==> src/spsl_pkg.sv <==
// Purpose: Shared constants and carriers for the SPI slave port
// Assumes: Serial clock sampled by the 100 MHz system clock
// Notes: Select mode encodings and flag layout
package spsl_pkg;
   localparam int DATA_W = 8;
   localparam logic [2:0] BIT_LAST = 3'h7;
   localparam logic [2:0] BIT_ZERO = 3'h0;
   localparam logic [1:0] MODE_3WIRE = 2'h0;
   localparam logic [1:0] MODE_4WIRE = 2'h1;
   localparam logic [1:0] MODE_RESET = 2'h1;
   localparam logic [7:0] BYTE_ZERO = 8'h00;
   localparam int NSS_LEAD_CLKS = 2;

   typedef struct packed {
      logic port_enable_bit;
      logic master_select_bit;
      logic select_mode_hi;
      logic select_mode_lo;
      logic clk_pol;
      logic clk_pha;
      logic irq_enable;
   } spsl_ctrl_s;

   typedef struct packed {
      logic xfer_done_flag;
      logic write_collision_flag;
      logic rx_overrun_flag;
   } spsl_flags_s;
endpackage : spsl_pkg

==> src/spsl_port.sv <==
// Purpose: SPI slave serial port with double-buffered transmit
// Assumes: Serial lines are asynchronous to clk and pass two flip-flops
// Notes: Control bits are plain ports; flags clear by one-cycle pulses
// Function
// [RL1] Enabled and not master-selected means the port works as a slave
// [RL2] Master drives serial clock; bits shift in on mosi, out on miso
// [RL3] Bit counter counts edges; after 8 bits set done flag, copy byte
// [RL4] Reading the data register returns the receive buffer
// [RL5] Slave never starts a transfer; only master clock edges move bits
// [RL6] Data register writes go into a separate transmit holding buffer
// [RL7] Empty shift register takes the transmit buffer at once
// [RL8] Busy shift register loads from buffer after the final clock edge
// [RL9] Mode hi 0, lo 1 selects 4-wire; this is the reset default
// [RL10] In 4-wire the select input enables the port while low
// [RL11] In 4-wire a select falling edge clears the bit counter
// [RL12] Master lowers select at least 2 clocks before first clock edge
// [RL13] Both mode bits 0 selects 3-wire; select input ignored
// [RL14] In 3-wire only toggling the enable bit clears the bit counter
// [RL15] Write while buffer still full is ignored and sets collision flag
// [RL16] Completion with unread receive byte keeps old byte, sets overrun
// [RL17] Flags raise interrupt when enabled and stay set until cleared
// [RL18] Sampling and shifting edges follow polarity and phase settings
`timescale 1ns/10ps
module spsl_port (
   input wire logic clk,
   input wire logic arst_n,
   input wire logic clk_en,
   input spsl_pkg::spsl_ctrl_s ctrl,
   input wire logic [7:0] wr_data,
   input wire logic wr_strobe,
   input wire logic rd_strobe,
   input wire logic clr_done,
   input wire logic clr_collision,
   input wire logic clr_overrun,
   output logic [7:0] serial_data_reg,
   output spsl_pkg::spsl_flags_s flags,
   output logic irq,
   output logic slave_active,
   input wire logic sck,
   input wire logic mosi,
   input wire logic nss_n,
   output logic miso,
   output logic miso_oe_n
);
   logic [2:0] sck_sync_ff, nxt_sck_sync;
   logic [1:0] mosi_sync_ff, nxt_mosi_sync;
   logic [2:0] nss_sync_ff, nxt_nss_sync;
   logic [7:0] shift_ff, nxt_shift;
   logic [7:0] txbuf_ff, nxt_txbuf;
   logic txfull_ff, nxt_txfull;
   logic shfull_ff, nxt_shfull;
   logic [7:0] rxbuf_ff, nxt_rxbuf;
   logic rxfull_ff, nxt_rxfull;
   logic [2:0] bitcnt_ff, nxt_bitcnt;
   logic miso_ff, nxt_miso;
   logic sampled_ff, nxt_sampled;
   spsl_pkg::spsl_flags_s flags_ff, nxt_flags;
   logic [7:0] rdata_ff, nxt_rdata;
   logic mode4, mode3, selected, slave_en;
   logic sck_rise, sck_fall, lead_edge, trail_edge;
   logic nss_lvl, nss_fall, mosi_lvl;
   logic sample_edge, shift_edge, done_evt, wr_ok;

   // Synchronised pin levels and edges
   assign sck_rise = sck_sync_ff[1] & ~sck_sync_ff[2];
   assign sck_fall = ~sck_sync_ff[1] & sck_sync_ff[2];
   assign nss_lvl = nss_sync_ff[1];
   assign nss_fall = ~nss_sync_ff[1] & nss_sync_ff[2];
   assign mosi_lvl = mosi_sync_ff[1];
   // [RL18] Edge choice by polarity
   assign lead_edge = ctrl.clk_pol ? sck_fall : sck_rise;
   assign trail_edge = ctrl.clk_pol ? sck_rise : sck_fall;

   // [RL9] Mode decode
   assign mode4 = ({ctrl.select_mode_hi, ctrl.select_mode_lo} == spsl_pkg::MODE_4WIRE);
   // [RL13] Select ignored in 3-wire
   assign mode3 = ({ctrl.select_mode_hi, ctrl.select_mode_lo} == spsl_pkg::MODE_3WIRE);
   // [RL1] Slave operation
   assign slave_en = ctrl.port_enable_bit & ~ctrl.master_select_bit & (mode4 | mode3);
   // [RL10] Active low select
   assign selected = slave_en & (mode3 | ~nss_lvl);
   // [RL5] Only master clock edges move bits
   // [RL18] Phase picks sample edge
   assign sample_edge = selected & (ctrl.clk_pha ? trail_edge : lead_edge);
   assign shift_edge = selected & (ctrl.clk_pha ? lead_edge : trail_edge);
   // [RL3] Eighth sample ends the byte
   assign done_evt = sample_edge & (bitcnt_ff == spsl_pkg::BIT_LAST);
   // [RL15] Buffer must be empty to accept
   assign wr_ok = wr_strobe & ~txfull_ff;

   always_comb begin
      nxt_sck_sync = {sck_sync_ff[1:0], sck};
      nxt_mosi_sync = {mosi_sync_ff[0], mosi};
      nxt_nss_sync = {nss_sync_ff[1:0], nss_n};
      nxt_shift = shift_ff;
      nxt_txbuf = txbuf_ff;
      nxt_txfull = txfull_ff;
      nxt_shfull = shfull_ff;
      nxt_rxbuf = rxbuf_ff;
      nxt_rxfull = rxfull_ff;
      nxt_bitcnt = bitcnt_ff;
      nxt_miso = miso_ff;
      nxt_sampled = sampled_ff;
      nxt_flags = flags_ff;
      nxt_rdata = rdata_ff;
      // [RL17] Software clears
      if (clr_done) nxt_flags.xfer_done_flag = 1'b0;
      if (clr_collision) nxt_flags.write_collision_flag = 1'b0;
      if (clr_overrun) nxt_flags.rx_overrun_flag = 1'b0;
      // [RL4] Read returns receive buffer
      if (rd_strobe) begin
         nxt_rdata = rxbuf_ff;
         nxt_rxfull = 1'b0;
      end
      // [RL6] Write into holding buffer
      if (wr_ok) begin
         nxt_txbuf = wr_data;
         nxt_txfull = 1'b1;
      end
      // [RL15] Ignored write flags collision
      if (wr_strobe & txfull_ff) nxt_flags.write_collision_flag = 1'b1;
      // [RL14] Disabling clears counter
      if (!ctrl.port_enable_bit) begin
         nxt_bitcnt = spsl_pkg::BIT_ZERO;
         nxt_sampled = 1'b0;
      end else if (mode4 && nss_fall) begin
         // [RL11] Select fall clears counter
         nxt_bitcnt = spsl_pkg::BIT_ZERO;
         nxt_sampled = 1'b0;
         if (!ctrl.clk_pha) nxt_miso = shift_ff[7];
      end else begin
         // [RL2] Sample mosi on sample edge
         if (sample_edge) begin
            nxt_shift = {shift_ff[6:0], mosi_lvl};
            nxt_bitcnt = bitcnt_ff + 3'h1;
            nxt_sampled = 1'b1;
         end
         // [RL2] Drive next bit on shift edge
         if (shift_edge && (ctrl.clk_pha || sampled_ff)) nxt_miso = shift_ff[7];
         if (done_evt) begin
            // [RL3] Byte complete
            nxt_flags.xfer_done_flag = 1'b1;
            nxt_shfull = 1'b0;
            nxt_sampled = 1'b0;
            // [RL16] Overrun keeps old byte
            if (rxfull_ff && !rd_strobe) begin
               nxt_flags.rx_overrun_flag = 1'b1;
            end else begin
               nxt_rxbuf = {shift_ff[6:0], mosi_lvl};
               nxt_rxfull = 1'b1;
            end
         end
      end
      // [RL7] [RL8] Load shift register when idle or after last edge
      if (txfull_ff && (!shfull_ff || done_evt) && !(sample_edge && !done_evt)) begin
         nxt_shift = txbuf_ff;
         nxt_shfull = 1'b1;
         nxt_txfull = 1'b0;
         if (!ctrl.clk_pha) nxt_miso = txbuf_ff[7];
      end
   end

   always_ff @(posedge clk or negedge arst_n) begin
      if (!arst_n) begin
         sck_sync_ff <= 3'h0;
         mosi_sync_ff <= 2'h0;
         nss_sync_ff <= 3'h7;
         shift_ff <= spsl_pkg::BYTE_ZERO;
         txbuf_ff <= spsl_pkg::BYTE_ZERO;
         txfull_ff <= 1'b0;
         shfull_ff <= 1'b0;
         rxbuf_ff <= spsl_pkg::BYTE_ZERO;
         rxfull_ff <= 1'b0;
         bitcnt_ff <= spsl_pkg::BIT_ZERO;
         miso_ff <= 1'b0;
         sampled_ff <= 1'b0;
         flags_ff <= '0;
         rdata_ff <= spsl_pkg::BYTE_ZERO;
      end else if (clk_en) begin
         sck_sync_ff <= nxt_sck_sync;
         mosi_sync_ff <= nxt_mosi_sync;
         nss_sync_ff <= nxt_nss_sync;
         shift_ff <= nxt_shift;
         txbuf_ff <= nxt_txbuf;
         txfull_ff <= nxt_txfull;
         shfull_ff <= nxt_shfull;
         rxbuf_ff <= nxt_rxbuf;
         rxfull_ff <= nxt_rxfull;
         bitcnt_ff <= nxt_bitcnt;
         miso_ff <= nxt_miso;
         sampled_ff <= nxt_sampled;
         flags_ff <= nxt_flags;
         rdata_ff <= nxt_rdata;
      end
   end

   assign serial_data_reg = rdata_ff;
   assign flags = flags_ff;
   // [RL17] Interrupt from sticky flags
   assign irq = ctrl.irq_enable & (flags_ff.xfer_done_flag | flags_ff.write_collision_flag
                                   | flags_ff.rx_overrun_flag);
   assign slave_active = selected;
   assign miso = miso_ff;
   // [RL10] Drive miso only while selected
   assign miso_oe_n = ~selected;

   // Assertions
   // [RL3] Done flag set
   a_done_sets_flag: assert property ( // [RL3]
      @(posedge clk) disable iff (!arst_n)
      (clk_en && done_evt) |=> flags_ff.xfer_done_flag)
      else $error("done flag not set after byte");

   // [RL16] Overrun keeps byte
   a_overrun_keeps: assert property ( // [RL16]
      @(posedge clk) disable iff (!arst_n)
      (clk_en && done_evt && rxfull_ff && !rd_strobe) |=> (rxbuf_ff == $past(rxbuf_ff)
      && flags_ff.rx_overrun_flag))
      else $error("overrun lost old byte");

   // [RL15] Collision write ignored
   a_collision_flag: assert property ( // [RL15]
      @(posedge clk) disable iff (!arst_n)
      (clk_en && wr_strobe && txfull_ff) |=> (flags_ff.write_collision_flag
      && txbuf_ff == $past(txbuf_ff)))
      else $error("collision write not ignored");

   // [RL7] Idle shift loads
   a_empty_loads_now: assert property ( // [RL7]
      @(posedge clk) disable iff (!arst_n)
      (clk_en && txfull_ff && !shfull_ff && !sample_edge) |=> (shfull_ff && !txfull_ff))
      else $error("idle shift register not loaded");

   // [RL8] Busy shift waits
   a_busy_waits: assert property ( // [RL8]
      @(posedge clk) disable iff (!arst_n)
      (clk_en && shfull_ff && !done_evt && !wr_ok) |=> (txfull_ff == $past(txfull_ff)))
      else $error("busy shift register loaded early");

   // [RL8] Load after last edge
   a_done_loads_tx: assert property ( // [RL8]
      @(posedge clk) disable iff (!arst_n)
      (clk_en && done_evt && txfull_ff) |=> (shift_ff == $past(txbuf_ff) && !txfull_ff))
      else $error("pending byte not loaded after last edge");

   // [RL11] Select fall clears
   a_nss_clears_cnt: assert property ( // [RL11]
      @(posedge clk) disable iff (!arst_n)
      (clk_en && ctrl.port_enable_bit && mode4 && nss_fall) |=> bitcnt_ff == 3'h0)
      else $error("select fall did not clear counter");

   // [RL14] Disable clears counter
   a_disable_clears: assert property ( // [RL14]
      @(posedge clk) disable iff (!arst_n)
      (clk_en && !ctrl.port_enable_bit) |=> bitcnt_ff == 3'h0)
      else $error("disable did not clear counter");

   // [RL5] No self start
   a_no_self_start: assert property ( // [RL5]
      @(posedge clk) disable iff (!arst_n)
      (clk_en && !sample_edge && ctrl.port_enable_bit && !(mode4 && nss_fall))
      |=> bitcnt_ff == $past(bitcnt_ff))
      else $error("counter moved without clock edge");

   // [RL2] Sample edge counts
   a_cnt_steps: assert property ( // [RL2]
      @(posedge clk) disable iff (!arst_n)
      (clk_en && sample_edge && !(mode4 && nss_fall))
      |=> bitcnt_ff == 3'($past(bitcnt_ff) + 3'h1))
      else $error("counter did not step on sample edge");

   // [RL1] Master select idle
   a_master_idle: assert property ( // [RL1]
      @(posedge clk) disable iff (!arst_n)
      ctrl.master_select_bit |-> !slave_active)
      else $error("slave active in master select");

   // [RL9] Upper mode bit idle
   a_mode_hi_idle: assert property ( // [RL9]
      @(posedge clk) disable iff (!arst_n)
      ctrl.select_mode_hi |-> !slave_active)
      else $error("slave active with upper mode bit set");

   // [RL10] Select high idle
   a_nss_high_idle: assert property ( // [RL10]
      @(posedge clk) disable iff (!arst_n)
      (mode4 && nss_lvl) |-> (!slave_active && miso_oe_n))
      else $error("port active with select high");

   // [RL13] Three wire active
   a_three_wire_act: assert property ( // [RL13]
      @(posedge clk) disable iff (!arst_n)
      (slave_en && mode3) |-> slave_active)
      else $error("three wire port not active");

   // [RL17] Interrupt from flag
   a_irq_gate: assert property ( // [RL17]
      @(posedge clk) disable iff (!arst_n)
      (flags_ff.xfer_done_flag && ctrl.irq_enable) |-> irq)
      else $error("interrupt missing");

   // [RL17] Done flag sticky
   a_done_sticky: assert property ( // [RL17]
      @(posedge clk) disable iff (!arst_n)
      (clk_en && flags_ff.xfer_done_flag && !clr_done) |=> flags_ff.xfer_done_flag)
      else $error("done flag dropped without clear");

   // [RL6] Write fills buffer
   a_write_fills_buf: assert property ( // [RL6]
      @(posedge clk) disable iff (!arst_n)
      (clk_en && wr_ok) |=> (txfull_ff && txbuf_ff == $past(wr_data)))
      else $error("write not held in transmit buffer");

   // [RL4] Read gives buffer
   a_read_returns: assert property ( // [RL4]
      @(posedge clk) disable iff (!arst_n)
      (clk_en && rd_strobe) |=> serial_data_reg == $past(rxbuf_ff))
      else $error("read did not return receive buffer");

endmodule // spsl_port

==> config.mk <==
export PLATFORM = sky130hd
export DESIGN_NAME = spsl_port
export DESIGN_NICKNAME = d
export VERILOG_FILES = /design/src/spsl_pkg.sv /design/src/spsl_port.sv
export SDC_FILE = /design/constraint.sdc
export NUM_CORES = 1
export LEC_CHECK = 0
export BUFFER_PORTS_ARGS = -buffer_cell sky130_fd_sc_hd__buf_2
export CORE_AREA = 4 4 83 61
export DETAILED_ROUTE_END_ITERATION = 10
export DIE_AREA = 0 0 87 65
export PLACE_DENSITY = 0.8
export RECOVER_POWER = 25
export SYNTH_ARGS = -nofsm -noshare
export SYNTH_HDL_FRONTEND = slang
export SYNTH_SLANG_ARGS = --single-unit
==> constraint.sdc <==
create_clock -name clk -period 2.55 [get_ports clk]
set_clock_uncertainty 0.15 [all_clocks]
set_input_delay 0.51 -clock clk [delete_from_list [all_inputs] [get_ports clk]]
set_output_delay 0.51 -clock clk [all_outputs]
set_load 0.02 [all_outputs]
==> results.py, run 1 <==
metrics = {
    "sta": {
        "fmax_mhz": 439,
        "period_minus_slack_ns": 2.28,
        "relSlewSlack_pct": 21.0,
        "maxSlewViolCount": 0,
        "finalSetupTns_ns": 0,
        "grt_setup_unrepaired": "no",
        "tightest_slew_ns": 1.18,
        "finalHoldViolCount": 0,
        "setup_viol": 0,
        "fin_crit_sh_pct": 89.3,
    },
    "clock_tree": {
        "cts_hold_buf": 0,
        "clockRootBuffer": "clkbuf_8",
        "post-cts-setup-buffers": 0,
        "clkTransAtPathRegs_ns": 0.09,
        "clock-sinks": 51,
        "cts_buffer_depth": 2,
        "cts_resized": 0,
        "cts-buffers-inserted": 5,
        "clk_latency_ns": 0.31,
        "cts_tree": "yes",
        "htree_levels": 2,
    },
    "drt": {
        "drt_pre_antenna_iters": 4,
        "viasPerCell": 5.32,
        "avgRoutedWirePerCell_um": 15.0,
        "route.detailed.drc": 0,
        "vias": 1442,
        "drt_wl_total_um": 4080,
        "detail-route-antenna-nets": 0,
        "drt_iter0_drc": 75,
    },
    "layout": {
        "fin_util_pct": 61.9,
        "insertedDiodeCount": 0,
        "design_area_mm2": 0.00265,
        "drive_above_1_share_pct": 48.6,
        "layout.nets": 243,
        "synthToLayoutAreaGrowth_pct": 15.9,
    },
    "synthesis": {
        "synth_edf_count": 0,
        "yosysUniqueCellTypes": 42,
        "synth-seq-cells": 51,
        "synthFlopType": "dfrtp_1",
        "syn-num-nets": 199,
        "synth_area_mm2": 0.00228,
        "synth.avg_cell_area_um2": 13.4,
        "seq_area_frac_synth_pct": 56.1,
        "ys_warn_count": 0,
        "async_flop_share_pct": 100,
        "synth_cells": 171,
    },
    "power_and_ir_drop": {
        "power_density_mw_per_mm2": 658,
        "share_seq_of_total_power_pct": 55.9,
        "p_int_uw": 1310,
        "power.switching_uw": 429,
        "power.clock.fraction_pct": 31.8,
        "pwr-share-comb_pct": 12.3,
        "swShare_pct": 24.6,
        "peakVddDrop_uv": 368,
        "p_leak_uw": 0.00134,
        "finalPower_uw": 1740,
    },
    "setup_path": {
        "cp.arrival_ns": 2.33,
        "start_kind": "flip-flop",
        "critPathMaxFanout": 8,
        "critical_path_required_ns": 2.60,
        "crit_type": "flip-flop to flip-flop",
        "cp-end-kind": "flip-flop",
    },
    "status": {
        "outcome": "finished, final reports clean",
    },
    "global_routing": {
        "grt_pass1_wl_um": 6890,
        "grtUsageTotal_pct": 15.9,
        "gr-total-overflow": 0,
        "grt_pass1_vias": 1411,
        "grt_max_degree": 52,
        "antenna_found_initial": 0,
    },
    "placed_design": {
        "dp_hpwl_um": 3060,
        "port_buffers": 40,
        "gp_congestion": 0.766,
        "place_area_mm2": 0.00255,
    },
    "die": {
        "start_util_pct": 53.4,
        "die_y_um": 65,
        "die_x_um": 87,
        "coreArea_mm2": 0.00428,
        "ioPinCount": 41,
        "rows": 20,
        "fp.dieArea_mm2": 0.00566,
    },
    "worst_hold_path": {
        "min_path_type": "input port to flip-flop",
    },
    "run": {
        "maxCapViolations": 0,
    },
}
## placed cells by master (no fill, tap or decap), types with 3 or more instances in the layout
| master | count |
|---|---|
| o221a_2 | 8 |
| clkbuf_8 | 5 |
| mux2_4 | 8 |
| dfrtp_1 | 48 |
| o21ai_0 | 6 |
| or2_2 | 8 |
| nand2_1 | 14 |
| inv_1 | 7 |
| nor2b_1 | 3 |
| dfstp_2 | 3 |
| buf_2 | 40 |
| a22o_1 | 3 |
| mux2_2 | 24 |
## synth_stat cells (2+ instances only)
cell type  number  area [µm²]
dfrtp_1        48        1200
mux2_2         24         270
nand2_1        14        52.6
mux2_4          8         120
o221a_2         8        90.1
or2_2           8        50.1
inv_1           7        26.3
o21ai_0         6        30.0
a22o_1          3        26.3
clkbuf_1        3        11.3
dfstp_2         3        78.8
nor2b_1         3        18.8
a21o_1          2        15.0
and2_1          2        12.5
and3_1          2        12.5
ha_1            2        25.0
nand2b_1        2        12.5
o31ai_1         2        15.0
## final timing paths
kind	depth (start not counted)	startpoint	endpoint	slack, ns
max reg2reg	5	nss_sync_ff[2]	rxbuf_ff[2]	0.27
min	2	wr_data[4]	txbuf_ff[4]	0.28
min in group asynchronous	2	arst_n	sck_sync_ff[1]	0.37
max in group asynchronous	2	arst_n	txbuf_ff[3]	1.17
max	5	nss_sync_ff[2]	rxbuf_ff[2]	0.27
min reg2reg	1	bitcnt_ff[0]	bitcnt_ff[0]	0.35
## worst max-delay path, stage by stage, from the launching register on
cell	delay (ns)
dfstp_2	0.53
or4bb_1	0.52
and2_1	0.24
and4_4	0.23
o21ai_4	0.16
mux2_4	0.34
## cell type report
type / count / area [µm²]
Inverter: 7 / 26.3
Clock inverter: 3 / 43.8
Tap cell: 55 / 68.8
Fill cell: 341 / 1630
Sequential cell: 51 / 1280
Timing Repair Buffer: 41 / 205
Multi-Input combinational cell: 109 / 955
Clock buffer: 5 / 68.8
## kinds of logic after synthesis
kind of cell	after synthesis	share of synthesized area, %
multiplexers	34	18.1
AND/OR/NAND/NOR	39	9.70
buffers and inverters	11	2.14
adder cells (fa/ha/maj)	2	1.10
AO/OA/AOI/OAI	33	12.5
XOR/XNOR	1	0.384
flip-flops	51	56.1
## through the flow
stage          instances  hold WS (ns)  setup slack (ns)
2_1_floorplan        171        0.0644             0.199
3_3_place_gp         263         0.331             0.155
3_5_place_dp         263         0.331            0.0896
4_1_cts              271        0.0318             0.275
5_1_grt              271         0.268             0.206
6_report             271         0.283             0.274
## metal layers
| layer | GRT usage, % | part of all wire, % | up-vias |
|---|---|---|---|
| met4 | 3.50 | 0.098 | 0 |
| li1 | - | - | 714 |
| met5 | 0 | 0 | - |
| met3 | 5.46 | 5.7 | 2 |
| met2 | 23.4 | 43 | 31 |
| met1 | 22.8 | 51 | 695 |
## power by group through the flow
stage,clock [µW],combinational [µW],sequential (µW)
6_report,554,214,974
5_1_grt,602,239,988
4_1_cts,567,221,974
3_5_place_dp,0,222,990
3_3_place_gp,0,212,985
2_1_floorplan,0,139,972
Note: power is estimated with default switching activity, not from simulation.
==> run 2: changes to the inputs <==
Settings changed: CORE_AREA 4 4 83 61 to 2 2 81 59, DIE_AREA 0 0 87 65 to 0 0 83 61.
==> run 2 against run 1 <==
  * Core utilization about the same
  * Register-to-register slack about the same
  * Critical path type unchanged
  * Setup slack better by 0.0052 ns
  * Cell area about the same
  * Sequential share of layout area about the same
  * Cell count unchanged
  * Fmax up 0.23%
  * Via count up 1.7%
  * First-iteration DRC count up 16%
  * Count of clock-buffer cells in the layout unchanged
  * Largest cell class unchanged
==> results.py, run 2 (synthesis gave the netlist of run 1 again) <==
metrics = {
    "sta": {
        "relSlewSlack_pct": 5.91,
        "finalHoldViolCount": 0,
        "maxSlewViolCount": 0,
        "grt_setup_unrepaired": "no",
        "fin_crit_sh_pct": 89.0,
        "period_minus_slack_ns": 2.27,
        "tightest_slew_ns": 1.41,
        "setup_viol": 0,
        "fmax_mhz": 440,
        "finalSetupTns_ns": 0,
    },
    "placed_design": {
        "port_buffers": 40,
        "gp_congestion": 0.888,
        "dp_hpwl_um": 3030,
    },
    "power_and_ir_drop": {
        "p_leak_uw": 0.00133,
        "finalPower_uw": 1750,
        "peakVddDrop_uv": 457,
        "power_density_mw_per_mm2": 659,
    },
    "clock_tree": {
        "cts_buffer_depth": 2,
        "cts_resized": 0,
        "cts_tree": "yes",
        "htree_levels": 2,
        "post-cts-setup-buffers": 0,
        "clk_latency_ns": 0.30,
        "cts_hold_buf": 0,
        "cts-buffers-inserted": 5,
        "clockRootBuffer": "clkbuf_8",
        "clkTransAtPathRegs_ns": 0.09,
        "clock-sinks": 51,
    },
    "drt": {
        "drt_iter0_drc": 87,
        "vias": 1466,
        "drt_pre_antenna_iters": 4,
        "drt_wl_total_um": 4090,
        "detail-route-antenna-nets": 0,
        "route.detailed.drc": 0,
        "viasPerCell": 5.41,
        "avgRoutedWirePerCell_um": 15.1,
    },
    "setup_path": {
        "start_kind": "flip-flop",
        "critical_path_required_ns": 2.60,
        "path_cells": "or4bb_1 > and2_1 > and4_4 > o21ai_4 > mux2_4",
        "slowest_delay_ns": 0.53,
        "crit_type": "flip-flop to flip-flop",
        "cp.arrival_ns": 2.32,
        "cpMaxStageDelayCell": "dfstp_2",
        "cp-end-kind": "flip-flop",
        "critPathMaxFanout": 8,
    },
    "global_routing": {
        "gr-total-overflow": 0,
        "antenna_found_initial": 0,
        "grt_max_degree": 28,
        "grt_pass1_vias": 1446,
        "grt_pass1_wl_um": 7080,
        "grtUsageTotal_pct": 18.3,
    },
    "layout": {
        "layout.nets": 243,
        "fillerInstances": 347,
        "final_common_cell": "dfrtp_1",
        "drive_above_1_share_pct": 48.1,
        "synthToLayoutAreaGrowth_pct": 16.0,
        "multiInputGateArea_um2": 955,
        "regArea_mm2": 0.00128,
        "final_cell_mix": "48 x dfrtp_1, 39 x buf_2, 24 x mux2_2",
        "insertedDiodeCount": 0,
    },
    "status": {
        "outcome": "finished, final reports clean",
    },
    "worst_hold_path": {
        "min_path_type": "input port to flip-flop",
    },
    "die": {
        "rows": 20,
        "ioPinCount": 41,
        "die_y_um": 61,
        "fp.dieArea_mm2": 0.00506,
        "coreArea_mm2": 0.00428,
        "die_x_um": 83,
        "start_util_pct": 53.4,
    },
    "run": {
        "maxCapViolations": 0,
    },
}
[run 2: cell types whose count changed in the layout (fill, tap and decap cells not counted)]
cell        previous run  this run
buf_2                 40        39
clkbuf_1               0         1
clkinv_2               1         0
clkinv_4               1         0
clkinvlp_4             0         1
inv_6                  0         1
[run 2: per-layer routing]
metal	wire length [µm]	vias to the layer above	GRT usage, %
met3	157	4	4.76
met5	0	-	0
li1	-	718	-
met2	1750	31	27.0
met1	2150	713	27.1
met4	31	0	5.62
[run 2: critical path, delay by kind of cell (launching register included)]
family             cells  cell delay, ns
AOI/OAI and AO/OA      1            0.17
muxes                  1            0.34
and+or+nand+nor        3            0.98
DFF                    1            0.53
[run 2: per-stage QoR]
stage                     std cells  setup slack [ns]  utilization (%)  hold slack, ns  instance area [µm²]
final                           271             0.279             61.9           0.285                 2650
after global routing            271             0.195             61.9           0.282                 2650
after CTS                       271             0.274             62.3          0.0653                 2670
after detailed placement        263             0.125             59.6           0.332                 2550
after global placement          263             0.179             59.6           0.333                 2550
after floorplan                 171             0.199                -          0.0644                 2280
[run 2: power breakdown]
group          internal (µW)  leakage (µW)  switching [µW]  total [µW]
clock network            295     0.0000548             263         558
registers                905      0.000655            69.4         974
logic                    116      0.000621            97.8         214
total                   1320       0.00133             430        1750
[run 2: area by class of cell]
type / instances / area share [%]
timing repair buffer: 41 / 7.70
tap: 55 / 2.60
inverter: 7 / 0.992
clock buffer: 5 / 2.60
multi-input combinational: 109 / 36.0
sequential: 51 / 48.3
clock inverter: 3 / 1.75
[run 2: path summary, 6_finish.rpt]
path                           startpoint             end  slack, ns  cells after the start
min in group asynchronous          arst_n  sck_sync_ff[0]       0.37                      1
hold / removal                 wr_data[6]     txbuf_ff[6]       0.29                      2
hold reg to reg                sampled_ff      sampled_ff       0.36                      2
max in group asynchronous          arst_n     rxbuf_ff[2]       0.58                      2
setup reg to reg           nss_sync_ff[2]     rxbuf_ff[3]       0.28                      5
setup / recovery           nss_sync_ff[2]     rxbuf_ff[3]       0.28                      5
==> run 3: changes to the inputs <==
Clock period 2.55 ns to 2.1 ns, I/O delays scaled along.
==> run 3 against run 2 <==
  * Fmax is 9.2% higher
  * Via count is 5.9% higher
  * Total power is 17% higher
  * Critical path depth stayed put
  * Flip-flop and latch count stayed put
  * Highest routed layer unchanged
==> results.py, run 3 (synthesis gave the netlist of run 1 again) <==
metrics = {
    "global_routing": {
        "grt_pass1_wl_um": 7190,
        "grt_pass1_vias": 1486,
        "gr-total-overflow": 0,
        "grt_max_degree": 44,
        "grtUsageTotal_pct": 18.3,
        "antenna_found_initial": 0,
    },
    "clock_tree": {
        "clockRootBuffer": "clkbuf_8",
        "cts_buffer_depth": 2,
        "clock-sinks": 51,
        "htree_levels": 2,
        "cts-buffers-inserted": 5,
        "cts_tree": "yes",
        "clkTransAtPathRegs_ns": 0.09,
        "clk_latency_ns": 0.30,
    },
    "layout": {
        "insertedDiodeCount": 0,
        "design_area_mm2": 0.00281,
        "fillerInstances": 329,
        "drive_above_1_share_pct": 54.7,
        "final_cell_mix": "48 x dfrtp_1, 38 x buf_2, 24 x mux2_2",
        "final_common_cell": "dfrtp_1",
        "layout.nets": 261,
        "synthToLayoutAreaGrowth_pct": 22.8,
    },
    "drt": {
        "maxUsedRoutingLayer": "met4",
        "detail-route-antenna-nets": 0,
        "vias": 1553,
        "dr_wl_met3_um": 187,
        "drt_iter0_drc": 57,
        "avgRoutedWirePerCell_um": 14.9,
        "wl_met1_um": 2180,
        "drt_pre_antenna_iters": 4,
        "met2WireLength_um": 1930,
        "route.detailed.drc": 0,
        "viasPerCell": 5.37,
        "drt_wl_total_um": 4320,
    },
    "sta": {
        "relSlewSlack_pct": 62.0,
        "tightest_slew_ns": 0.570,
        "fmax_mhz": 481,
        "maxSlewViolCount": 0,
        "hold_ws_ns": 0.194,
        "fin_crit_sh_pct": 99.0,
        "grt_setup_unrepaired": "yes",
        "period_minus_slack_ns": 2.08,
        "setup_viol": 0,
        "finalSetupTns_ns": 0,
        "finalHoldViolCount": 0,
    },
    "setup_path": {
        "critPathMaxFanout": 8,
        "crit_cells": 5,
        "path_cells": "or4bb_4 > and2_4 > and4_4 > o21ai_4 > mux2_4",
        "rr_worst_depth": 5,
        "critical-path-top-delay-family": "simple AND/OR/NAND/NOR gates",
        "cp-end-kind": "flip-flop",
        "crit_type": "flip-flop to flip-flop",
        "path_buf_inv": 0,
        "cpMaxStageDelayCell": "dfstp_2",
        "slowest_delay_ns": 0.53,
        "r2r_slack_ns": 0.02,
        "startpoint": "nss_sync_ff[2]",
        "r2r_end": "rxbuf_ff[1]",
        "cp.arrival_ns": 2.12,
        "critical_path_required_ns": 2.14,
        "r2r-start": "nss_sync_ff[2]",
        "start_kind": "flip-flop",
    },
    "power_and_ir_drop": {
        "peakVddDrop_uv": 597,
        "power_density_mw_per_mm2": 727,
        "p_leak_uw": 0.00141,
        "finalPower_uw": 2040,
    },
    "die": {
        "die_x_um": 83,
        "start_util_pct": 53.4,
        "coreArea_mm2": 0.00428,
        "fp.dieArea_mm2": 0.00506,
        "die_y_um": 61,
        "rows": 20,
        "ioPinCount": 41,
    },
    "run": {
        "maxCapViolations": 0,
    },
    "placed_design": {
        "port_buffers": 40,
        "dp_hpwl_um": 3260,
        "gp_congestion": 0.834,
        "place_area_mm2": 0.00268,
    },
    "status": {
        "outcome": "finished, final reports clean",
    },
    "worst_hold_path": {
        "min_path_type": "input port to flip-flop",
        "whs_path_depth": 2,
        "worstHoldStart": "wr_data[7]",
        "min_to": "txbuf_ff[7]",
    },
}
[run 3: cell types whose count changed in the layout (fill, tap and decap cells not counted), sizes merged]
cell	delta
buf	+14
clkbuf	+3
bufinv	-1
clkinv	+1
clkinvlp	+1
dlygate4sd3	+1
inv	-1
[run 3: layout make-up]
type / count / area [µm²] / area share, %
inverter: 7 / 26.3 / 0.937
sequential: 51 / 1280 / 45.6
clock buffer: 5 / 68.8 / 2.45
clock inverter: 3 / 20.0 / 0.714
tap: 55 / 68.8 / 2.45
multi-input combinational: 109 / 1010 / 35.9
timing repair buffer: 59 / 335 / 12.0
[run 3: power breakdown]
| part | switching (µW) | internal (µW) | total [µW] | leakage (µW) |
|---|---|---|---|---|
| clock network | 322 | 232 | 554 | 0.0000402 |
| registers | 92.1 | 1100 | 1190 | 0.000655 |
| logic | 126 | 169 | 295 | 0.000719 |
[run 3: per-layer routing]
layer / up-vias / GRT usage [%]
met5: - / 0
met1: 758 / 26.7
met3: 4 / 4.49
met2: 38 / 28.0
met4: 0 / 4.92
li1: 753 / -
[run 3: how the worst max path moves through the flow]
stage | endpoint | slack (ns)
CTS | rxbuf_ff[1] | 0.05
detailed placement | shift_ff[7] | -0.11
global route | rxbuf_ff[1] | -0.03
finish | rxbuf_ff[1] | 0.02
global placement | shift_ff[3] | -0.05
floorplan | rxbuf_ff[0] | -0.02
[run 3: through the flow]
stage | setup WS [ns] | utilization [%] | instances
finish | 0.0212 | 65.6 | 289
detailed placement | -0.110 | 62.7 | 280
floorplan | -0.0214 | - | 171
global route | -0.0288 | 65.6 | 289
CTS | 0.0529 | 65.0 | 289
global placement | -0.0454 | 62.7 | 280
[run 3: timing repair]
| item | in CTS | in global routing |
|---|---|---|
| endpoints found under the hold margin | 6 | 0 |
| buffers inserted | 0 | 1 |
| hold buffers | 1 | 0 |
| endpoints found under the setup margin | 0 | 17 |
| gates resized for setup | 0 | 14 |
